`config.mk`:
```
export PLATFORM = sky130hd
export DESIGN_NAME = cmc_mode_ctrl
export DESIGN_NICKNAME = d
export VERILOG_FILES = /design/src/verilog/cmc_pkg.sv /design/src/verilog/cmc_mode_ctrl.sv
export SDC_FILE = /design/constraint.sdc
export NUM_CORES = 1
export LEC_CHECK = 0
export BUFFER_PORTS_ARGS = -buffer_cell sky130_fd_sc_hd__buf_2
export CAP_MARGIN = 20
export CORE_ASPECT_RATIO = 0.9
export CORE_MARGIN = 8
export CORE_UTILIZATION = 44
export CTS_CLUSTER_DIAMETER = 200
export CTS_CLUSTER_SIZE = 30
export DETAILED_ROUTE_END_ITERATION = 10
export PLACE_DENSITY = 0.63
export SLEW_MARGIN = 20
export SYNTH_ARGS = -nofsm -noshare
export SYNTH_HDL_FRONTEND = slang
export SYNTH_SLANG_ARGS = --single-unit
```
`constraint.sdc`:
```
create_clock -name CLOCK -period 4.26 [get_ports CLOCK]
set_input_delay 0.426 -clock CLOCK [delete_from_list [all_inputs] [get_ports CLOCK]]
set_output_delay 0.426 -clock CLOCK [all_outputs]
set_load 0.05 [all_outputs]
```
`src/verilog/cmc_pkg.sv`:
```
// constants and types of the protocol mode controller
package cmc_pkg;
	// register indices
	localparam logic [3:0] A_ISR  = 4'h0;
	localparam logic [3:0] A_ICR  = 4'h1;
	localparam logic [3:0] A_CSR  = 4'h2;
	localparam logic [3:0] A_PRE  = 4'h3;
	localparam logic [3:0] A_BTR  = 4'h4;
	localparam logic [3:0] A_PAGE = 4'h5;
	localparam logic [3:0] A_TEC  = 4'h6;
	localparam logic [3:0] A_REC  = 4'h7;
	localparam logic [3:0] A_LIDH = 4'h8;
	localparam logic [3:0] A_LIDL = 4'h9;
	localparam logic [3:0] A_BCS1 = 4'hA;
	localparam logic [3:0] A_LAST = 4'hD;
	// interrupt flag bits
	localparam int F_RECEIVE_FLAG = 5;
	localparam int F_TRANSMIT_DONE_FLAG = 4;
	localparam int F_SCIF = 3;
	localparam int F_ORIF = 2;
	localparam int F_TRANSMIT_ERROR_FLAG = 1;
	// interrupt control bits
	localparam int C_ESCI = 6;
	localparam int C_RECEIVE_IRQ_ENABLE = 5;
	localparam int C_TRANSMIT_DONE_IRQ_ENABLE = 4;
	localparam int C_STATUS_CHANGE_IRQ_ENABLE = 3;
	localparam int C_OVERRUN_IRQ_ENABLE = 2;
	localparam int C_TRANSMIT_ERROR_IRQ_ENABLE = 1;
	localparam int C_ETX  = 0;
	// control/status bits
	localparam int S_BUS_OFF_STATUS = 6;
	localparam int S_ERROR_PASSIVE_STATUS = 5;
	// buffer control/status bits
	localparam int B_LOCK = 0;
	localparam int B_RDY  = 1;
	localparam int B_BUSY = 2;
	localparam int B_ACC  = 3;
	// bit timing fields
	localparam int P_RJW = 6;
	localparam int P_BRP = 5;
	localparam int T_BS2 = 4;
	localparam int T_BS1 = 3;
	// reset values
	localparam logic [7:0] BTR_RST = 8'h23;
	localparam logic [7:0] PRE_RST = 8'h00;
	// resync: last bit index of a recessive run, last sequence index
	localparam logic [3:0] RUN_LAST = 4'hA;
	localparam logic [7:0] SEQ_LAST = 8'h7F;
	// error counter steps and limits
	localparam logic [8:0] TEC_STEP = 9'h008;
	localparam logic [8:0] EP_LIM   = 9'h07F;
	localparam logic [8:0] BO_LIM   = 9'h0FF;
	localparam logic [7:0] REC_MAX  = 8'hFF;
	typedef enum logic [2:0] {ST_STANDBY, ST_WAKE, ST_RESYNC, ST_IDLE, ST_TX, ST_RX} cmc_state_t;
	typedef enum logic [1:0] {SG_SYNC, SG_ONE, SG_TWO} cmc_seg_t;
endpackage

```
`src/verilog/cmc_mode_ctrl.sv`:
```
// protocol mode controller: modes, bit timing, buffers, flags
// Contract
// RULE1: reset or cleared run enters standby, only after the current transfer ends
// RULE2: standby watches only for dominant bit, flags wake-up, interrupts if enabled
// RULE3: setting run goes to wake-up if wake pulse selected, else resync
// RULE4: messages are ignored until run set and synchronisation completed
// RULE5: wake-up drives the bus dominant for exactly one bit time
// RULE6: resync needs 128 runs of 11 recessive bits, or one if fast; code needs 128 in bus-off even if fast
// RULE7: idle reacts to run cleared, start of frame, last data byte write
// RULE8: software locks and reads back a buffer before submitting its job
// RULE9: on idle bus send pending buffer, 3 above 2 above 1
// RULE10: retry after loss or error until success, cancel or higher priority
// RULE11: busy flag held while transmitting; ready flag cleared at the end
// RULE12: success sets transmit done flag, failure transmit error flag, enables gate
// RULE13: early transmit flags on won arbitration, unlocks buffer after success
// RULE14: early transmit keeps arbitrating buffer until it wins; else highest priority
// RULE15: self receive enable lets own messages be received when accepted
// RULE16: accepted message stored in first buffer 1..3 with lock, ready clear
// RULE17: no free buffer raises overrun, identifier kept in last identifier
// RULE18: stored message records filter number, sets ready and receive flags
// RULE19: two readable error counters; status changes flag an interrupt
// RULE20: sample after segment one 1..16, segment two 1..8, jump 1..4
// RULE21: software keeps sync plus both segments at least 5 quanta
// RULE22: bit timing writes accepted only in standby
// RULE23: time quantum is clock period times prescaler plus one
// RULE24: hard sync on frame start edge, resync limited to jump width
`timescale 1ns/10ps
module cmc_mode_ctrl (
	input  wire logic        CLOCK,
	input  wire logic        NRST,
	input  wire logic [3:0]  ADDR,
	input  wire logic [7:0]  WR_DATA,
	input  wire logic        WR_EN,
	input  wire logic        RD_EN,
	output logic      [7:0]  RD_DATA,
	input  wire logic        CAN_RX,
	output logic             CAN_TX,
	output logic             IRQ,
	output logic             BIT_SAMPLE,
	output logic             RX_BIT,
	output logic             TX_START,
	output logic      [1:0]  TX_BUF,
	input  wire logic        FRM_TX_BIT,
	input  wire logic        FRM_ARB_WON,
	input  wire logic        FRM_ARB_LOST,
	input  wire logic        FRM_TX_OK,
	input  wire logic        FRM_TX_ERR,
	input  wire logic        FRM_RX_OK,
	input  wire logic        FRM_RX_ERR,
	input  wire logic        FRM_RX_OWN,
	input  wire logic        FRM_RX_FILT,
	input  wire logic [10:0] FRM_RX_ID,
	input  wire logic        FRM_END
);
	cmc_pkg::cmc_state_t state_ff;
	cmc_pkg::cmc_seg_t   seg_ff;
	logic [7:0]  icr_ff, pre_ff, btr_ff, tec_rd, rd_mux;
	logic [4:0]  csr_ff;          // self_receive_enable no_retransmission fast_sync_select wake_pulse_select run
	logic [2:0]  page_ff;
	logic        rx_meta_ff, rx_sync_ff, rx_prev_ff, edge_ff;
	logic [5:0]  tq_cnt_ff;
	logic [4:0]  cnt_ff, lim_ff, wk_cnt_ff;
	logic [3:0]  run_ff;
	logic [7:0]  seq_ff;
	logic [8:0]  tec_ff;
	logic [7:0]  rec_ff;
	logic [1:0]  stat_ff;
	logic [2:0]  lock_ff, rdy_ff, busy_ff, acc_ff, receive_flag_ff, job_ff;
	logic        transmit_done_flag_ff, scif_ff, orif_ff, transmit_error_flag_ff;
	logic [10:0] lid_ff;
	logic [1:0]  cur_ff, arm_buf_ff;
	logic        arm_ff;
	logic        bit_sample_ff, rx_bit_ff, can_tx_ff, irq_ff, tx_start_ff;
	logic [7:0]  rd_data_ff;
	// decoded fields and events
	logic [5:0] quantum_prescaler;
	logic [3:0] bs1;
	logic [2:0] bs2, rjw1;
	logic [4:0] rjw_w, lengthen, rem2;
	logic       self_receive_enable, no_retransmission, fast_sync_select, wake_pulse_select, run_req, early_transmit;
	logic       tq, fall, edge_now, hard, sample, wake_done, seq_done;
	logic       bus_off, err_psv, standby, in_tx, tx_ok, tx_err, store_ev;
	logic [2:0] pend, free;
	logic [1:0] sel, hi, first_free;
	logic       any_free, submit, wr_bcs;
	logic [1:0] wr_idx;

	assign quantum_prescaler     = pre_ff[cmc_pkg::P_BRP:0];
	assign rjw1    = {1'b0, pre_ff[cmc_pkg::P_RJW+1:cmc_pkg::P_RJW]} + 3'h1;
	assign bs1     = btr_ff[cmc_pkg::T_BS1:0];
	assign bs2     = btr_ff[cmc_pkg::T_BS2+2:cmc_pkg::T_BS2];
	assign {self_receive_enable, no_retransmission, fast_sync_select, wake_pulse_select, run_req} = csr_ff;
	assign early_transmit     = icr_ff[cmc_pkg::C_ETX];
	assign standby = (state_ff == cmc_pkg::ST_STANDBY);
	assign in_tx   = (state_ff == cmc_pkg::ST_TX);
	assign tx_ok   = in_tx && FRM_TX_OK;
	assign tx_err  = in_tx && FRM_TX_ERR;
	assign bus_off = (tec_ff > cmc_pkg::BO_LIM);
	assign err_psv = !bus_off && ((tec_ff > cmc_pkg::EP_LIM) || ({1'b0, rec_ff} > cmc_pkg::EP_LIM));

	// prescaler stopped in standby, one quantum per brp+1 clocks
	always_ff @(posedge CLOCK or negedge NRST) begin
		if (!NRST)
			tq_cnt_ff <= 6'h00;
		else if (standby || tq)
			tq_cnt_ff <= 6'h00; // RULE1
		else
			tq_cnt_ff <= tq_cnt_ff + 6'h01;
	end
	assign tq = !standby && (tq_cnt_ff == quantum_prescaler); // RULE23

	// bus line synchroniser and falling edge catch
	always_ff @(posedge CLOCK or negedge NRST) begin
		if (!NRST) begin
			rx_meta_ff <= 1'b1;
			rx_sync_ff <= 1'b1;
			rx_prev_ff <= 1'b1;
		end else begin
			rx_meta_ff <= CAN_RX;
			rx_sync_ff <= rx_meta_ff;
			rx_prev_ff <= rx_sync_ff;
		end
	end
	assign fall = rx_prev_ff && !rx_sync_ff;

	// edge held until the next quantum
	always_ff @(posedge CLOCK or negedge NRST) begin
		if (!NRST)
			edge_ff <= 1'b0;
		else if (tq)
			edge_ff <= 1'b0;
		else if (fall)
			edge_ff <= 1'b1;
	end
	assign edge_now = edge_ff || fall;
	assign hard     = (state_ff == cmc_pkg::ST_IDLE) || (state_ff == cmc_pkg::ST_RESYNC);
	assign rjw_w    = {2'b00, rjw1};
	assign lengthen = ((cnt_ff + 5'h01) > rjw_w) ? rjw_w : (cnt_ff + 5'h01);
	assign rem2     = {2'b00, bs2} - cnt_ff;
	assign sample   = tq && (seg_ff == cmc_pkg::SG_ONE) && (cnt_ff == lim_ff) && !edge_now;

	// bit segment sequencer with hard sync and jump-limited resync
	always_ff @(posedge CLOCK or negedge NRST) begin
		if (!NRST) begin
			seg_ff <= cmc_pkg::SG_SYNC;
			cnt_ff <= 5'h00;
			lim_ff <= 5'h00;
		end else if (standby) begin
			seg_ff <= cmc_pkg::SG_SYNC;
			cnt_ff <= 5'h00;
		end else if (tq) begin
			if (edge_now && hard) begin
				seg_ff <= cmc_pkg::SG_ONE; // RULE24
				cnt_ff <= 5'h00;
				lim_ff <= {1'b0, bs1};
			end else begin
				case (seg_ff)
					cmc_pkg::SG_SYNC: begin
						seg_ff <= cmc_pkg::SG_ONE;
						cnt_ff <= 5'h00;
						lim_ff <= {1'b0, bs1}; // RULE20
					end
					cmc_pkg::SG_ONE: begin
						if (edge_now) begin
							lim_ff <= {1'b0, bs1} + lengthen; // RULE24
							cnt_ff <= cnt_ff + 5'h01;
						end else if (cnt_ff == lim_ff) begin
							seg_ff <= cmc_pkg::SG_TWO; // RULE20
							cnt_ff <= 5'h00;
						end else
							cnt_ff <= cnt_ff + 5'h01;
					end
					cmc_pkg::SG_TWO: begin
						if (edge_now && (rem2 <= rjw_w)) begin
							seg_ff <= cmc_pkg::SG_ONE; // RULE24
							cnt_ff <= 5'h00;
							lim_ff <= {1'b0, bs1};
						end else if (edge_now)
							cnt_ff <= cnt_ff + rjw_w;
						else if (cnt_ff == {2'b00, bs2})
							seg_ff <= cmc_pkg::SG_SYNC;
						else
							cnt_ff <= cnt_ff + 5'h01;
					end
					default: seg_ff <= cmc_pkg::SG_SYNC;
				endcase
			end
		end
	end

	// wake pulse length: sync + bs1+1 + bs2+1 quanta
	always_ff @(posedge CLOCK or negedge NRST) begin
		if (!NRST)
			wk_cnt_ff <= 5'h00;
		else if (state_ff != cmc_pkg::ST_WAKE)
			wk_cnt_ff <= 5'h00;
		else if (tq)
			wk_cnt_ff <= wk_cnt_ff + 5'h01;
	end
	assign wake_done = tq && (wk_cnt_ff == ({1'b0, bs1} + {2'b00, bs2} + 5'h02)); // RULE5

	// recessive run and sequence counting during resync
	always_ff @(posedge CLOCK or negedge NRST) begin
		if (!NRST) begin
			run_ff <= 4'h0;
			seq_ff <= 8'h00;
		end else if (state_ff != cmc_pkg::ST_RESYNC) begin
			run_ff <= 4'h0;
			seq_ff <= 8'h00;
		end else if (sample) begin
			if (!rx_sync_ff)
				run_ff <= 4'h0;
			else if (run_ff == cmc_pkg::RUN_LAST) begin
				run_ff <= 4'h0;
				seq_ff <= seq_ff + 8'h01; // RULE6
			end else
				run_ff <= run_ff + 4'h1;
		end
	end
	assign seq_done = sample && (state_ff == cmc_pkg::ST_RESYNC) && rx_sync_ff && (run_ff == cmc_pkg::RUN_LAST)
		&& ((seq_ff == cmc_pkg::SEQ_LAST) || (fast_sync_select && !bus_off)); // RULE6

	// transmit selection, buffer 3 first
	assign pend = lock_ff & rdy_ff & job_ff;
	assign hi   = pend[2] ? 2'd2 : (pend[1] ? 2'd1 : 2'd0);
	assign sel  = (early_transmit && arm_ff && pend[arm_buf_ff]) ? arm_buf_ff : hi; // RULE14

	// mode sequencer
	always_ff @(posedge CLOCK or negedge NRST) begin
		if (!NRST)
			state_ff <= cmc_pkg::ST_STANDBY; // RULE1
		else if (bus_off && (state_ff != cmc_pkg::ST_STANDBY) && (state_ff != cmc_pkg::ST_RESYNC))
			state_ff <= cmc_pkg::ST_RESYNC;
		else begin
			case (state_ff)
				cmc_pkg::ST_STANDBY:
					if (run_req)
						state_ff <= wake_pulse_select ? cmc_pkg::ST_WAKE : cmc_pkg::ST_RESYNC; // RULE3
				cmc_pkg::ST_WAKE:
					if (wake_done)
						state_ff <= cmc_pkg::ST_RESYNC;
				cmc_pkg::ST_RESYNC:
					if (seq_done)
						state_ff <= cmc_pkg::ST_IDLE; // RULE4
				cmc_pkg::ST_IDLE: begin
					if (!run_req)
						state_ff <= cmc_pkg::ST_STANDBY; // RULE7
					else if (|pend)
						state_ff <= cmc_pkg::ST_TX; // RULE9
					else if (sample && !rx_sync_ff)
						state_ff <= cmc_pkg::ST_RX; // RULE7
				end
				cmc_pkg::ST_TX: begin
					if (FRM_ARB_LOST)
						state_ff <= cmc_pkg::ST_RX; // RULE10
					else if (FRM_TX_OK || FRM_TX_ERR)
						state_ff <= cmc_pkg::ST_IDLE;
				end
				cmc_pkg::ST_RX:
					if (FRM_END)
						state_ff <= cmc_pkg::ST_IDLE;
				default: state_ff <= cmc_pkg::ST_STANDBY;
			endcase
		end
	end

	// job start strobe and sticky arbitration buffer
	always_ff @(posedge CLOCK or negedge NRST) begin
		if (!NRST) begin
			tx_start_ff <= 1'b0;
			cur_ff      <= 2'd0;
			arm_ff      <= 1'b0;
			arm_buf_ff  <= 2'd0;
		end else begin
			tx_start_ff <= (state_ff == cmc_pkg::ST_IDLE) && run_req && !bus_off && (|pend);
			if ((state_ff == cmc_pkg::ST_IDLE) && (|pend)) begin
				cur_ff     <= sel;
				arm_ff     <= 1'b1; // RULE14
				arm_buf_ff <= sel;
			end else if ((in_tx && FRM_ARB_WON) || !pend[arm_buf_ff])
				arm_ff <= 1'b0;
		end
	end

	// register writes; timing only in standby
	always_ff @(posedge CLOCK or negedge NRST) begin
		if (!NRST) begin
			icr_ff  <= 8'h00;
			csr_ff  <= 5'h00;
			pre_ff  <= cmc_pkg::PRE_RST;
			btr_ff  <= cmc_pkg::BTR_RST;
			page_ff <= 3'h0;
		end else if (WR_EN) begin
			case (ADDR)
				cmc_pkg::A_ICR:  icr_ff  <= {1'b0, WR_DATA[6:0]};
				cmc_pkg::A_CSR:  csr_ff  <= WR_DATA[4:0]; // RULE1
				cmc_pkg::A_PRE:  if (standby) pre_ff <= WR_DATA; // RULE22
				cmc_pkg::A_BTR:  if (standby) btr_ff <= {1'b0, WR_DATA[6:0]}; // RULE22
				cmc_pkg::A_PAGE: page_ff <= WR_DATA[2:0];
				default: ;
			endcase
		end
	end

	// receive target: first free buffer from 1 to 3
	assign free       = ~lock_ff & ~rdy_ff;
	assign any_free   = |free;
	assign first_free = free[0] ? 2'd0 : (free[1] ? 2'd1 : 2'd2); // RULE16
	assign store_ev   = (state_ff == cmc_pkg::ST_RX) && FRM_RX_OK && (!FRM_RX_OWN || self_receive_enable); // RULE15
	assign wr_bcs     = WR_EN && (ADDR >= cmc_pkg::A_BCS1) && (ADDR < cmc_pkg::A_LAST);
	assign wr_idx     = 2'(ADDR - cmc_pkg::A_BCS1);
	assign submit     = WR_EN && (ADDR == cmc_pkg::A_LAST) && (page_ff >= 3'h1) && (page_ff <= 3'h3);

	// per buffer lock, ready, busy, filter number, receive flag
	always_ff @(posedge CLOCK or negedge NRST) begin
		if (!NRST) begin
			lock_ff <= 3'h0;
			rdy_ff  <= 3'h0;
			job_ff  <= 3'h0;
			busy_ff <= 3'h0;
			acc_ff  <= 3'h0;
			receive_flag_ff <= 3'h0;
		end else begin
			for (int i = 0; i < 3; i++) begin
				busy_ff[i] <= in_tx && (cur_ff == 2'(i)) && !(FRM_ARB_LOST || FRM_TX_OK || FRM_TX_ERR); // RULE11
				if (wr_bcs && (wr_idx == 2'(i))) begin
					lock_ff[i] <= WR_DATA[cmc_pkg::B_LOCK];
					if (!WR_DATA[cmc_pkg::B_RDY]) begin
						rdy_ff[i]  <= 1'b0;
						job_ff[i]  <= 1'b0;
						receive_flag_ff[i] <= 1'b0;
					end
				end
				if (WR_EN && (ADDR == cmc_pkg::A_ISR) && !WR_DATA[cmc_pkg::F_RECEIVE_FLAG + i])
					receive_flag_ff[i] <= 1'b0;
				// job ends: done, unlocked, refused retry, bus-off
				if (job_ff[i] && ((tx_ok && (cur_ff == 2'(i))) || !lock_ff[i] || bus_off
						|| (tx_err && no_retransmission && (cur_ff == 2'(i))))) begin
					rdy_ff[i] <= 1'b0; // RULE10
					job_ff[i] <= 1'b0; // RULE11
				end
				if (tx_ok && early_transmit && (cur_ff == 2'(i)))
					lock_ff[i] <= 1'b0; // RULE13
				if (submit && (page_ff == 3'(i + 1)) && lock_ff[i]) begin
					rdy_ff[i] <= 1'b1; // RULE8
					job_ff[i] <= 1'b1;
				end
				if (store_ev && any_free && (first_free == 2'(i))) begin
					rdy_ff[i]  <= 1'b1; // RULE18
					receive_flag_ff[i] <= 1'b1;
					acc_ff[i]  <= FRM_RX_FILT;
				end
			end
		end
	end

	// error counters and status change memory
	always_ff @(posedge CLOCK or negedge NRST) begin
		if (!NRST) begin
			tec_ff  <= 9'h000;
			rec_ff  <= 8'h00;
			stat_ff <= 2'b00;
		end else begin
			stat_ff <= {bus_off, err_psv};
			if (bus_off && seq_done) begin
				tec_ff <= 9'h000; // RULE19
				rec_ff <= 8'h00;
			end else begin
				if (tx_err)
					tec_ff <= tec_ff + cmc_pkg::TEC_STEP; // RULE19
				else if (tx_ok && (tec_ff != 9'h000))
					tec_ff <= tec_ff - 9'h001;
				if (FRM_RX_ERR && (rec_ff != cmc_pkg::REC_MAX))
					rec_ff <= rec_ff + 8'h01;
				else if (FRM_RX_OK && (rec_ff != 8'h00))
					rec_ff <= rec_ff - 8'h01;
			end
		end
	end

	// interrupt flags: software writes 0 to clear, hardware set wins
	always_ff @(posedge CLOCK or negedge NRST) begin
		if (!NRST) begin
			transmit_done_flag_ff <= 1'b0;
			scif_ff <= 1'b0;
			orif_ff <= 1'b0;
			transmit_error_flag_ff <= 1'b0;
			lid_ff  <= 11'h000;
		end else begin
			if (WR_EN && (ADDR == cmc_pkg::A_ISR)) begin
				transmit_done_flag_ff <= transmit_done_flag_ff & WR_DATA[cmc_pkg::F_TRANSMIT_DONE_FLAG];
				scif_ff <= scif_ff & WR_DATA[cmc_pkg::F_SCIF];
				orif_ff <= orif_ff & WR_DATA[cmc_pkg::F_ORIF];
				transmit_error_flag_ff <= transmit_error_flag_ff & WR_DATA[cmc_pkg::F_TRANSMIT_ERROR_FLAG];
			end
			if ((tx_ok && !early_transmit) || (in_tx && FRM_ARB_WON && early_transmit))
				transmit_done_flag_ff <= 1'b1; // RULE12 RULE13
			if (tx_err)
				transmit_error_flag_ff <= 1'b1; // RULE12
			if ((standby && fall) || (stat_ff != {bus_off, err_psv}) || (icr_ff[cmc_pkg::C_ESCI] && FRM_RX_ERR))
				scif_ff <= 1'b1; // RULE2 RULE19
			if (store_ev && !any_free)
				orif_ff <= 1'b1; // RULE17
			if (store_ev)
				lid_ff <= FRM_RX_ID; // RULE17
		end
	end

	// single interrupt line and bus driver
	always_ff @(posedge CLOCK or negedge NRST) begin
		if (!NRST) begin
			irq_ff    <= 1'b0;
			can_tx_ff <= 1'b1;
		end else begin
			irq_ff <= (|receive_flag_ff && icr_ff[cmc_pkg::C_RECEIVE_IRQ_ENABLE]) || (transmit_done_flag_ff && icr_ff[cmc_pkg::C_TRANSMIT_DONE_IRQ_ENABLE])
				|| (scif_ff && icr_ff[cmc_pkg::C_STATUS_CHANGE_IRQ_ENABLE]) || (orif_ff && icr_ff[cmc_pkg::C_OVERRUN_IRQ_ENABLE])
				|| (transmit_error_flag_ff && icr_ff[cmc_pkg::C_TRANSMIT_ERROR_IRQ_ENABLE]); // RULE12 RULE2
			if (state_ff == cmc_pkg::ST_WAKE)
				can_tx_ff <= 1'b0; // RULE5
			else
				can_tx_ff <= in_tx ? FRM_TX_BIT : 1'b1;
		end
	end

	// sample strobe to the frame engine
	always_ff @(posedge CLOCK or negedge NRST) begin
		if (!NRST) begin
			bit_sample_ff <= 1'b0;
			rx_bit_ff     <= 1'b1;
		end else begin
			bit_sample_ff <= sample; // RULE20
			if (sample)
				rx_bit_ff <= rx_sync_ff;
		end
	end

	// read path, data valid in the following cycle only
	assign tec_rd = bus_off ? 8'hFF : tec_ff[7:0];
	always_comb begin
		rd_mux = 8'h00;
		case (ADDR)
			cmc_pkg::A_ISR:  rd_mux = {receive_flag_ff[2], receive_flag_ff[1], receive_flag_ff[0], transmit_done_flag_ff, scif_ff, orif_ff, transmit_error_flag_ff,
				scif_ff | orif_ff | transmit_error_flag_ff};
			cmc_pkg::A_ICR:  rd_mux = icr_ff;
			cmc_pkg::A_CSR:  rd_mux = {1'b0, bus_off, err_psv, csr_ff[4:1], run_req | !standby}; // RULE1
			cmc_pkg::A_PRE:  rd_mux = pre_ff;
			cmc_pkg::A_BTR:  rd_mux = btr_ff;
			cmc_pkg::A_PAGE: rd_mux = {5'h00, page_ff};
			cmc_pkg::A_TEC:  rd_mux = tec_rd; // RULE19
			cmc_pkg::A_REC:  rd_mux = rec_ff;
			cmc_pkg::A_LIDH: rd_mux = lid_ff[10:3];
			cmc_pkg::A_LIDL: rd_mux = {lid_ff[2:0], 5'h00};
			default: begin
				if ((ADDR >= cmc_pkg::A_BCS1) && (ADDR < cmc_pkg::A_LAST))
					rd_mux = {4'h0, acc_ff[wr_idx], busy_ff[wr_idx], rdy_ff[wr_idx], lock_ff[wr_idx]};
			end
		endcase
	end
	always_ff @(posedge CLOCK or negedge NRST) begin
		if (!NRST)
			rd_data_ff <= 8'h00;
		else
			rd_data_ff <= RD_EN ? rd_mux : 8'h00;
	end

	assign RD_DATA    = rd_data_ff;
	assign CAN_TX     = can_tx_ff;
	assign IRQ        = irq_ff;
	assign BIT_SAMPLE = bit_sample_ff;
	assign RX_BIT     = rx_bit_ff;
	assign TX_START   = tx_start_ff;
	assign TX_BUF     = cur_ff;
endmodule // cmc_mode_ctrl

```
==> results of run 1 <==
cells in the final DEF, fill, tap and decap left out, types with 4 or more instances in the layout:
cell,instances
o31ai_1,6
buf_2,51
inv_1,51
a211oi_1,4
o21a_1,5
o211ai_1,10
a31oi_1,14
a22oi_1,10
xnor2_1,28
nand3_1,39
ha_1,44
a21oi_1,38
nand4_1,19
nor3_1,20
or3_1,9
nor2_1,75
a311oi_1,5
o22ai_1,11
nand2_1,61
and3_1,9
clkinv_2,4
nor4_1,5
clkbuf_16,17
a21o_1,8
buf_4,6
and2_1,4
dfstp_2,8
nand2b_1,9
mux2_2,52
dfrtp_1,132
fa_1,5
o21ai_0,50
nor2b_1,12
xor2_1,22
mux2i_1,25
power groups by stage:
stage	clock network (mW)	logic, mW	registers (mW)
final	1.45	1.28	1.66
after global routing	1.52	1.42	1.68
after CTS	1.46	1.27	1.66
after detailed placement	0	1.26	1.68
after global placement	0	1.24	1.68
after floorplan	0	0.911	1.67
worst paths after layout:
| check | from | endpoint | slack, ns |
|---|---|---|---|
| min reg2reg | rx_meta_ff | rx_sync_ff | 0.36 |
| max reg2reg | pre_ff[6] | lim_ff[3] | 0.74 |
| min | NRST | lim_ff[2] | 0.07 |
| max in group asynchronous | NRST | rx_prev_ff | 3.23 |
| max | pre_ff[6] | lim_ff[3] | 0.74 |
| min in group CLOCK | CAN_RX | rx_meta_ff | 0.09 |
registers in the layout, indices dropped and copies added, names as in the netlist, 3 cells and up:
register,flops
csr_ff,5
lock_ff,3
tec_ff,9
lid_ff,11
run_ff,4
receive_flag_ff,3
job_ff,3
state_ff,3
acc_ff,3
wk_cnt_ff,5
btr_ff,7
RD_DATA,8
seq_ff,8
lim_ff,5
busy_ff,3
pre_ff,8
icr_ff,7
rec_ff,8
tq_cnt_ff,6
cnt_ff,5
rdy_ff,3
page_ff,3
through the flow:
stage	worst slack, ns	cells	total power, mW	util
finish	0.744	1222	4.39	0.497
global route	0.453	1222	4.62	0.497
CTS	0.741	1222	4.38	0.497
detailed placement	0.754	1190	2.94	0.469
global placement	0.892	1190	2.92	0.469
floorplan	1.05	912	2.58	-
per-layer routing:
layer,share of wire,vias to the layer above,global-route usage
li1,-,3412,-
met1,0.49,3549,0.306
met2,0.42,256,0.287
met3,0.073,24,0.0525
met4,0.014,0,0.0518
met5,0,-,0
worst reg2reg max path, delay by kind of cell, from the launching register on:
kind / cells / cell delay, ns
adders and majority gates: 3 / 0.94
DFF: 1 / 0.43
buffers and inverters: 1 / 0.15
and+or+nand+nor: 4 / 0.81
muxes: 2 / 0.49
AOI/OAI and AO/OA: 4 / 0.53
xor gates and xnor gates: 1 / 0.12
cells by family after synthesis:
logic type,count (synthesis),synth area share
and+or+nand+nor,299,0.178
DFF,140,0.399
buffers and inverters,87,0.0402
xor gates and xnor gates,51,0.0516
adders and majority gates,49,0.0739
other,1,0.000426
AOI/OAI and AO/OA,205,0.156
muxes,80,0.101
area by class of cell:
class	instances	area, um2	area share
Clock buffer	19	443	0.0450
Clock inverter	13	116	0.0118
Inverter	52	195	0.0198
Multi-Input combinational cell	685	4940	0.502
Sequential cell	140	3510	0.357
Tap cell	255	319	0.0324
Timing Repair Buffer	58	312	0.0317
==> impl_results.md, run 1 <==
* Status: complete, no violations
* P_int at 2.81 mW
* Hold slack at 0.0727 ns
* Placed Area at 0.00928 mm2
* Inserted Diodes at 0
* Ratio of cells with drive above 1 in the final layout at 0.177
* Max transition margin at 0.312
* Arrival @ worst endpoint at 3.88 ns
* Power share of the sequential group at 0.379
* Avg Inst Size Synth at 9.66 um2
* Total core area at 0.0198 mm2
* Worst-Margin Slew at 1.03 ns
* First-pass GRT wire length at 39.4 mm
* Ys Warns at 0
* Die Footprint at 0.0248 mm2
* H-Tree Level Count at 4
* Initial DRC Count at 609
* Rows at 49
* Clock network latency to the later pin of the worst-skew pair at 0.43 ns
* Via density at 5.93
* Drc violations at 0
* Cell with the most instances after synthesis: dfrtp_1
* Comb pwr share at 0.292
* Synth top area share at 0.375
* Tmin final at 3.52 ns
* CTS Hold Buffers Added at 0
* Largest delay share family, worst path: adder cells
* Most prevalent standard cell on the critical path: ha_1
* Worst path required time at 4.63 ns
* Finished Cell Area at 0.00984 mm2
* Initial antenna violation count at 0
* Clock sink total at 140
* Max incr delay on CP at 0.43 ns
* Die height at 150 um
* Nets at 1041
* R2R depth at 15
* Post-DP HPWL at 18.2 mm
* Syn-to-layout area delta at 11.7%
* Buf+Inv Stages, Crit Path at 1
* Primary FF master, synth: dfrtp_1
* Io pins at 53
* Switch Pwr at 1.58 mW
* Max Freq at 284 MHz
* Inserted Clock Buffers at 17
* Final ANT Viol Nets at 0
* Clock Skew at 0.0123 ns
* Post-synthesis cell count at 912
* Syn Nets at 999
* Sw frac at 0.359
* Congestion Overflow GR at 0
* Clk pwr share at 0.330
* Final period utilization at 0.825
* CTS tree: yes
* Number of gates resized after cts at 0
* CP Cell Sequence: ha_1, inv_1, ha_1, a21o_1, a21oi_1, a31oi_1, nor2_1, mux2_2, ha_1, a21oi_1, nand2_1, xor2_1, mux2i_1, or4_1, nand3_1
* Port buffer count at 52
* Initial Util at 0.445
* Root buffer cell: clkbuf_16
* Number of enable flip-flop cells after synthesis at 0
* Ranking of synthesized cells by area: dfrtp_1 (38%), mux2_2 (6.6%), ha_1 (6.3%)
* Routed length per placed instance at 20.2 um
* Worst-case vdd ir drop at 285 uV
* RSZ-0062 raised after global routing: false
* Setup bufs post-CTS at 0
* Clk buf depth at 2
* Pwr per Cell Area at 446 mW/mm2
* Critical Path Slowest Stage Cell: dfrtp_1
* Final setup fails at 0
* Crit path kind: reg -> reg
* DR pass1 iterations at 5
* Vias in the first global route at 7018
* GRT Overall Usage at 0.205
* Gpl congestion at 0.868
* LEAKAGE at 4.44 nW
* Total negative slack at 0 ns
* Seq/Total Area, Yosys at 0.399
* Endpoints failing hold at 0
* Die X at 165 um
* Fin. max-slew vios at 0
* Clock-pin transition on the worst setup and hold timing paths at 0.06 ns
* Fill cell count at 1890
* Maximum number of pins on one net before global-route repair at 91
* Via count at 7241
* MaxCap Viol Count at 0
* Total Routed Length at 24.6 mm
* Crit path capture type: register
* Post-synth top cells: dfrtp_1 (132), nor2_1 (75), nand2_1 (61), mux2_2 (52), inv_1 (51)
* Max FO, Critical Path at 4
* FFs w/ async S/R, synth at 1.00
* Yosys reg bits at 140
* Synth Cell Area at 0.00881 mm2
* Hold crit path type: in -> async
* Area leader, netlist: dfrtp_1
* Critical Path Stages at 15
* CP startpoint kind: register
* Library cells used by synthesis at 91
Note: power is estimated with default switching activity, not from simulation.
==> run 2: changes to the inputs <==
--- a/config.mk
+++ b/config.mk
@@ -5,6 +5,7 @@
 export SDC_FILE = /design/constraint.sdc
 export NUM_CORES = 1
 export LEC_CHECK = 0
+export ABC_AREA = 1
 export BUFFER_PORTS_ARGS = -buffer_cell sky130_fd_sc_hd__buf_2
 export CAP_MARGIN = 20
 export CORE_ASPECT_RATIO = 0.9
@@ -13,7 +14,7 @@
 export CTS_CLUSTER_DIAMETER = 200
 export CTS_CLUSTER_SIZE = 30
 export DETAILED_ROUTE_END_ITERATION = 10
-export PLACE_DENSITY = 0.63
+export PLACE_DENSITY = 0.65
 export SLEW_MARGIN = 20
 export SYNTH_ARGS = -nofsm -noshare
 export SYNTH_HDL_FRONTEND = slang
==> constraint.sdc (replaced) <==
create_clock -name CLOCK -period 3.1 [get_ports CLOCK]
set_input_delay 0.31 -clock CLOCK [delete_from_list [all_inputs] [get_ports CLOCK]]
set_output_delay 0.31 -clock CLOCK [all_outputs]
set_load 0.05 [all_outputs]
==> run 2 against run 1 <==
  * Via count increased by 6.0%
  * Non-clock buffer count increased by 5
  * Global-route usage decreased by 0.80 points
  * Sequential share of layout area decreased by 0.26 points
  * Synthesized cell count increased by 22%
  * Area after synthesis decreased by 1.2%
  * Sequential cell count unchanged
  * Combinational power increased to 2.7 times the previous value
  * Maximum frequency increased by 18%
  * Clock skew decreased by 0.0018 ns
==> impl_results.md, run 2 <==
* Status: complete, no violations (unchanged)
* Vias in the first global route at 7115 (was 7018)
* Max Freq at 336 MHz (was 284 MHz)
* Seq/Total Area, Yosys at 0.404 (was 0.399)
* Non-Filler Instances at 1444 (was 1222)
* LEAKAGE at 4.88 nW (was 4.44 nW)
* Fill cell count at 1833 (was 1890)
* Placed cell count at 1410 (was 1190)
* Pre-CTS WS at 0.145 ns (was 0.754 ns)
* Largest regs: lid_ff: 11 flops, tec_ff: 9 flops (unchanged)
* Area leader, netlist: dfrtp_1 (unchanged)
* Power share of the sequential group at 0.324 (was 0.379)
* Avg Inst Size Synth at 7.83 um2 (was 9.66 um2)
* Clk buf depth at 2 (unchanged)
* DR top layer: met4 (unchanged)
* Tmin final at 2.97 ns (was 3.52 ns)
* Via density at 5.32 (was 5.93)
* Clock sink total at 140 (unchanged)
* Syn-to-layout area delta at 13.9% (was 11.7%)
* Max incr delay on CP at 0.43 ns (about the same)
* Hold Path Origin: FRM_RX_ID[1]
* R2R depth at 12 (was 15)
* Hold crit path type: in -> reg (was in -> async)
* MaxCap Viol Count at 0 (unchanged)
* Largest register by flop count: lid_ff (unchanged)
* Inserted Diodes at 0 (unchanged)
* Final setup fails at 0 (unchanged)
* Maximum number of pins on one net before global-route repair at 65 (was 91)
* Ranking of synthesized cells by area: dfrtp_1 (38%), nand2_1 (11%), inv_1 (6.9%) (was dfrtp_1 (38%), mux2_2 (6.6%), ha_1 (6.3%))
* P_int at 4.81 mW (was 2.81 mW)
* Final WS setup at 0.126 ns (was 0.744 ns)
* Total core area at 0.0193 mm2 (was 0.0198 mm2)
* Clock network latency to the later pin of the worst-skew pair at 0.43 ns (about the same)
* Worst R2R End: lim_ff[1] (was lim_ff[3])
* Critical Path Slowest Stage Cell: fa_2 (was dfrtp_1)
* Synth top area share at 0.380 (was 0.375)
* DR pass1 iterations at 5 (unchanged)
* Endpoints failing hold at 0 (unchanged)
* Fin. max-slew vios at 0 (unchanged)
* H-Tree Level Count at 4 (unchanged)
* Inserted Clock Buffers at 17 (unchanged)
* Worst r2r src: cnt_ff[0] (was pre_ff[6])
* Yosys reg bits at 140 (unchanged)
* First-pass GRT wire length at 37.9 mm (was 39.4 mm)
* Max reg flops at 11 (unchanged)
* Crit path capture type: register (unchanged)
* Switch Pwr at 3.43 mW (was 1.58 mW)
* Via count at 7678 (was 7241)
* Worst-Margin Slew at 0.830 ns (was 1.03 ns)
* Die height at 149 um (was 150 um)
* Post-synth top cells: nand2_1 (266), inv_1 (160), dfrtp_1 (132), o21ai_0 (116), nor2_1 (71) (was dfrtp_1 (132), nor2_1 (75), nand2_1 (61), mux2_2 (52), inv_1 (51))
* Gpl congestion at 0.910 (was 0.868)
* CTS tree: yes (unchanged)
* Commonest cells after routing, fill and taps aside: nand2_1 (265), inv_1 (159), dfrtp_1 (132) (was dfrtp_1 (132), nor2_1 (75), nand2_1 (61))
* CP Cell Sequence: ha_1, xor2_1, ha_1, a31oi_1, nand2_1, a21oi_1, nand2_2, o21ai_0, ha_2, fa_2, o211ai_1, o21ai_0 (was ha_1, inv_1, ha_1, a21o_1, a21oi_1, a31oi_1, nor2_1, mux2_2, ha_1, a21oi_1, nand2_1, xor2_1, mux2i_1, or4_1, nand3_1)
* Sw frac at 0.416 (was 0.359)
* Max FO, Critical Path at 6 (was 4)
* Pwr per Cell Area at 831 mW/mm2 (was 446 mW/mm2)
* Number of enable flip-flop cells after synthesis at 0 (unchanged)
* Io pins at 53 (unchanged)
* Die Footprint at 0.0245 mm2 (was 0.0248 mm2)
* Final period utilization at 0.959 (was 0.825)
* Die X at 164 um (was 165 um)
* Arrival @ worst endpoint at 3.27 ns (was 3.88 ns)
* Final ANT Viol Nets at 0 (unchanged)
* Initial Util at 0.451 (was 0.445)
* Buf+Inv Stages, Crit Path at 0 (was 1)
* Worst-case vdd ir drop at 424 uV (was 285 uV)
* GRT Overall Usage at 0.197 (was 0.205)
* Clk pwr share at 0.253 (was 0.330)
* Reg2Reg Setup Slack at 0.13 ns (was 0.74 ns)
* Hold Path End: lid_ff[1]
* Met1 WL at 11.7 mm (was 12.1 mm)
* Post-DP HPWL at 18.2 mm (about the same)
* Commonest non-fill, non-tap cell in the layout: nand2_1 (was dfrtp_1)
* Port buffer count at 52 (unchanged)
* Total Routed Length at 23.6 mm (was 24.6 mm)
* Comb pwr share at 0.423 (was 0.292)
* Library cells used by synthesis at 59 (was 91)
* Rows at 48 (was 49)
* WHS Path Cells at 3
* Clock-pin transition on the worst setup and hold timing paths at 0.06 ns (about the same)
* Syn Nets at 1198 (was 999)
* Initial DRC Count at 710 (was 609)
* Met2 wire len at 9.95 mm (was 10.4 mm)
* Pwr Total at 8.23 mW (was 4.39 mW)
* Primary FF master, synth: dfrtp_1 (unchanged)
* Congestion Overflow GR at 0 (unchanged)
* Nets at 1268 (was 1041)
* Crit path kind: reg -> reg (unchanged)
* Worst path required time at 3.40 ns (was 4.63 ns)
* Routed length per placed instance at 16.3 um (was 20.2 um)
* FFs w/ async S/R, synth at 1.00 (unchanged)
* Largest delay share family, worst path: adder cells (unchanged)
* Post-synthesis cell count at 1111 (was 912)
* Clock Skew at 0.0106 ns (was 0.0123 ns)
* Ys Warns at 0 (unchanged)
* Cell with the most instances after synthesis: nand2_1 (was dfrtp_1)
* DR WL met3 at 1.63 mm (was 1.79 mm)
* Initial antenna violation count at 0 (unchanged)
* CP startpoint kind: register (unchanged)
* Root buffer cell: clkbuf_16 (unchanged)
* Synth Cell Area at 0.00870 mm2 (was 0.00881 mm2)
* Max transition margin at 0.445 (was 0.312)
* Ratio of cells with drive above 1 in the final layout at 0.137 (was 0.177)
* Drc violations at 0 (unchanged)
==> run 2: power groups by stage <==
| stage | clock, mW | combinational (mW) | sequential (mW) |
|---|---|---|---|
| 6_report | 2.08 | 3.48 | 2.67 |
| 2_1_floorplan | 0 | 2.61 | 2.63 |
| 5_1_grt | 2.19 | 3.93 | 2.73 |
| 3_3_place_gp | 0 | 3.36 | 2.68 |
| 4_1_cts | 2.11 | 3.45 | 2.66 |
| 3_5_place_dp | 0 | 3.42 | 2.69 |
==> run 2: cells by family (layout without fill, tap and decap cells) <==
logic type | after synthesis | in the layout | synth area share
simple gates | 478 | 478 | 0.253
compound gates | 221 | 221 | 0.146
buf+inv | 185 | 268 | 0.0837
flops | 140 | 140 | 0.404
fa+ha+maj | 49 | 49 | 0.0748
xor+xnor | 35 | 35 | 0.0361
mux | 2 | 2 | 0.00259
other cells | 1 | 1 | 0.000431
==> run 2: how the worst max path moves through the flow <==
stage / startpoint / end / slack, ns / cells past startpoint
2_1_floorplan: cnt_ff[0] / lim_ff[2] / 0.32 / 15
3_3_place_gp: pre_ff[6] / lim_ff[3] / 0.25 / 16
3_5_place_dp: cnt_ff[0] / lim_ff[3] / 0.14 / 16
4_1_cts: cnt_ff[0] / lim_ff[3] / 0.07 / 16
5_1_grt: cnt_ff[0] / lim_ff[1] / -0.04 / 12
6_report: cnt_ff[0] / lim_ff[1] / 0.13 / 12
==> run 2: worst reg2reg max path: stages, from the launching register on <==
cell and delay [ns]:
dfrtp_1 0.38, ha_1 0.23, xor2_1 0.18, ha_1 0.35, a31oi_1 0.19, nand2_1 0.07
a21oi_1 0.17, nand2_2 0.11, o21ai_0 0.22, ha_2 0.25, fa_2 0.43, o211ai_1 0.17
o21ai_0 0.10
==> run 2: cell type report <==
| cell class | count | area (um2) | area share |
|---|---|---|---|
| clock inverters | 12 | 134 | 0.0135 |
| clock buffers | 20 | 467 | 0.0471 |
| multi-input cells | 786 | 4470 | 0.451 |
| inverters | 173 | 652 | 0.0658 |
| flip-flops and latches | 140 | 3510 | 0.354 |
| repair buffers | 63 | 367 | 0.0370 |
| well taps | 250 | 313 | 0.0316 |
==> run 2: metal layers <==
| metal | GRT usage | up-vias |
|---|---|---|
| met3 | 0.0419 | 24 |
| met4 | 0.0486 | 0 |
| met2 | 0.282 | 260 |
| met5 | 0 | - |
| met1 | 0.295 | 3593 |
| li1 | - | 3801 |
==> run 2: through the flow <==
stage           util  TNS (ns)  hold WS, ns  cell area, um2
4_1_cts        0.514         0       0.0816            9900
3_3_place_gp   0.482         0        0.346            9280
6_report       0.514         0       0.0850            9910
2_1_floorplan      -         0       0.0144            8700
5_1_grt        0.514   -0.0531       0.0780            9910
3_5_place_dp   0.482         0        0.348            9280
==> run 2: what timing repair did <==
item	4_1_cts	5_1_grt
setup buffers	0	0
hold buffers	2	0
endpoints found under the hold margin	59	0
gates resized for setup	0	5
endpoints found under the setup margin	0	4
==> run 3: changes to the inputs <==
--- a/config.mk
+++ b/config.mk
@@ -14,6 +14,7 @@
 export CTS_CLUSTER_DIAMETER = 200
 export CTS_CLUSTER_SIZE = 30
 export DETAILED_ROUTE_END_ITERATION = 10
+export MAX_ROUTING_LAYER = met4
 export PLACE_DENSITY = 0.65
 export SLEW_MARGIN = 20
 export SYNTH_ARGS = -nofsm -noshare
==> run 3 against run 2 <==
  * Clock power down 5%
  * Cell area down 0.21%
  * Wire length up 0.75%
  * Register-to-register slack better by 0.08 ns
  * Critical endpoint is now lim_ff[2]
  * Highest routed layer unchanged
==> impl_results.md, run 3 (synthesis results as in run 2) <==
* Non-Filler Instances at 1444 (unchanged)
* Rows at 48 (unchanged)
* Clock-pin transition on the worst setup and hold timing paths at 0.06 ns (about the same)
* Port buffer count at 52 (unchanged)
* Io pins at 53 (unchanged)
* Initial antenna violation count at 0 (unchanged)
* Total core area at 0.0193 mm2 (unchanged)
* CP startpoint kind: register (unchanged)
* Nets at 1268 (unchanged)
* Inserted Diodes at 0 (unchanged)
* Max FO, Critical Path at 6 (unchanged)
* Final setup fails at 0 (unchanged)
* Max Freq at 345 MHz (was 336 MHz)
* DR pass1 iterations at 5 (unchanged)
* Hold crit path type: in -> reg (unchanged)
* Initial DRC Count at 592 (was 710)
* Inserted Clock Buffers at 17 (unchanged)
* First-pass GRT wire length at 39.2 mm (was 37.9 mm)
* Tmin final at 2.90 ns (was 2.97 ns)
* Drc violations at 0 (unchanged)
* LEAKAGE at 4.86 nW (was 4.88 nW)
* Total negative slack at 0 ns (unchanged)
* Largest register by flop count: lid_ff (unchanged)
* MaxCap Viol Count at 0 (unchanged)
* Total Routed Length at 23.8 mm (was 23.6 mm)
* Commonest non-fill, non-tap cell in the layout: nand2_1 (unchanged)
* Max transition margin at 0.450 (was 0.445)
* Crit path capture type: register (unchanged)
* Clock sink total at 140 (unchanged)
* Status: complete, no violations (unchanged)
* GRT Overall Usage at 0.209 (was 0.197)
* Syn-to-layout area delta at 13.7% (was 13.9%)
* Pwr per Cell Area at 824 mW/mm2 (was 831 mW/mm2)
* Placed cell count at 1410 (unchanged)
* Via count at 7750 (was 7678)
* Largest regs: lid_ff: 11 flops, tec_ff: 9 flops (unchanged)
* Ratio of cells with drive above 1 in the final layout at 0.138 (was 0.137)
* Gpl congestion at 0.933 (was 0.910)
* Worst path required time at 3.40 ns (about the same)
* Worst-Margin Slew at 0.823 ns (was 0.830 ns)
* Setup bufs post-CTS at 0 (unchanged)
* Maximum number of pins on one net before global-route repair at 57 (was 65)
* Clock Skew at 0.00893 ns (was 0.0106 ns)
* H-Tree Level Count at 4 (unchanged)
* Worst-case vdd ir drop at 465 uV (was 424 uV)
* Die height at 149 um (unchanged)
* Arrival @ worst endpoint at 3.20 ns (was 3.27 ns)
* Die Footprint at 0.0245 mm2 (unchanged)
* Fin. max-slew vios at 0 (unchanged)
* Via density at 5.37 (was 5.32)
* Fill cell count at 1848 (was 1833)
* CTS tree: yes (unchanged)
* Final period utilization at 0.935 (was 0.959)
* Die X at 164 um (unchanged)
* Root buffer cell: clkbuf_16 (unchanged)
* Max reg flops at 11 (unchanged)
* Hold slack at 0.0816 ns (was 0.0850 ns)
* Post-DP HPWL at 18.3 mm (was 18.2 mm)
* Initial Util at 0.451 (unchanged)
* Routed length per placed instance at 16.5 um (was 16.3 um)
* RSZ-0062 raised after global routing: false
* Clk buf depth at 2 (unchanged)
* Final ANT Viol Nets at 0 (unchanged)
* Final WS setup at 0.203 ns (was 0.126 ns)
* Vias in the first global route at 7425 (was 7115)
* Pre-CTS WS at 0.204 ns (was 0.145 ns)
* Clock network latency to the later pin of the worst-skew pair at 0.42 ns (was 0.43 ns)
* Crit path kind: reg -> reg (unchanged)
* Endpoints failing hold at 0 (unchanged)
* Pwr Total at 8.15 mW (was 8.23 mW)
* Commonest cells after routing, fill and taps aside: nand2_1 (265), inv_1 (159), dfrtp_1 (132) (unchanged)
* Congestion Overflow GR at 0 (unchanged)
-- run 3: path summary, 6_finish.rpt --
check / startpoint / endpoint / slack (ns) / cells after the start
worst max register to register: pre_ff[7] / lim_ff[2] / 0.20 / 15
worst min register to register: rx_meta_ff / rx_sync_ff / 0.36 / 0
min in group asynchronous: NRST / RD_DATA[1] / 0.39 / 2
worst min-delay path: FRM_RX_ID[5] / lid_ff[5] / 0.08 / 3
max in group asynchronous: NRST / RX_BIT / 1.87 / 3
worst max-delay path: pre_ff[7] / lim_ff[2] / 0.20 / 15
-- run 3: repair_timing --
item / 4_1_cts / 5_1_grt
endpoints found under the setup margin: 0 / 4
resized for setup: 0 / 9
hold endpoints to repair: 52 / 0
hold buffers: 2 / 0
-- run 3: area by class of cell --
cell class	count	area, um2	share of cell area
Multi-Input combinational cell	786	4480	0.453
Clock inverter	10	90.1	0.00911
Timing Repair Buffer	63	367	0.0371
Inverter	173	652	0.0659
Clock buffer	22	474	0.0479
Sequential cell	140	3510	0.355
Tap cell	250	313	0.0316
-- run 3: critical path: stages, from the launching register on --
cell     delay [ns]
dfrtp_1        0.38
ha_1           0.33
inv_1          0.10
ha_1           0.31
a31oi_1        0.17
nand2_1        0.09
a21oi_2        0.15
nand2_2        0.11
nand2_1        0.07
o21ai_0        0.08
ha_1           0.22
fa_2           0.36
xnor2_1        0.15
o21ai_0        0.10
nand2_1        0.07
o21ai_0        0.07
-- run 3: layer usage --
layer	wire (um)	global-route usage	part of all wire
met5	0	-	0
met4	314	0.0518	0.013
met3	1740	0.0444	0.073
met2	10100	0.289	0.43
met1	11600	0.303	0.49
-- run 3: report_power, final --
part           switching [mW]  internal, mW
combinational            2.21          1.30
sequential              0.411          2.26
clock                   0.810          1.17
total                    3.43          4.72
-- run 3: metrics by stage --
stage,area (um2),utilization
floorplan,8700,-
global placement,9280,0.482
detailed placement,9280,0.482
CTS,9870,0.512
global route,9890,0.513
finish,9890,0.513
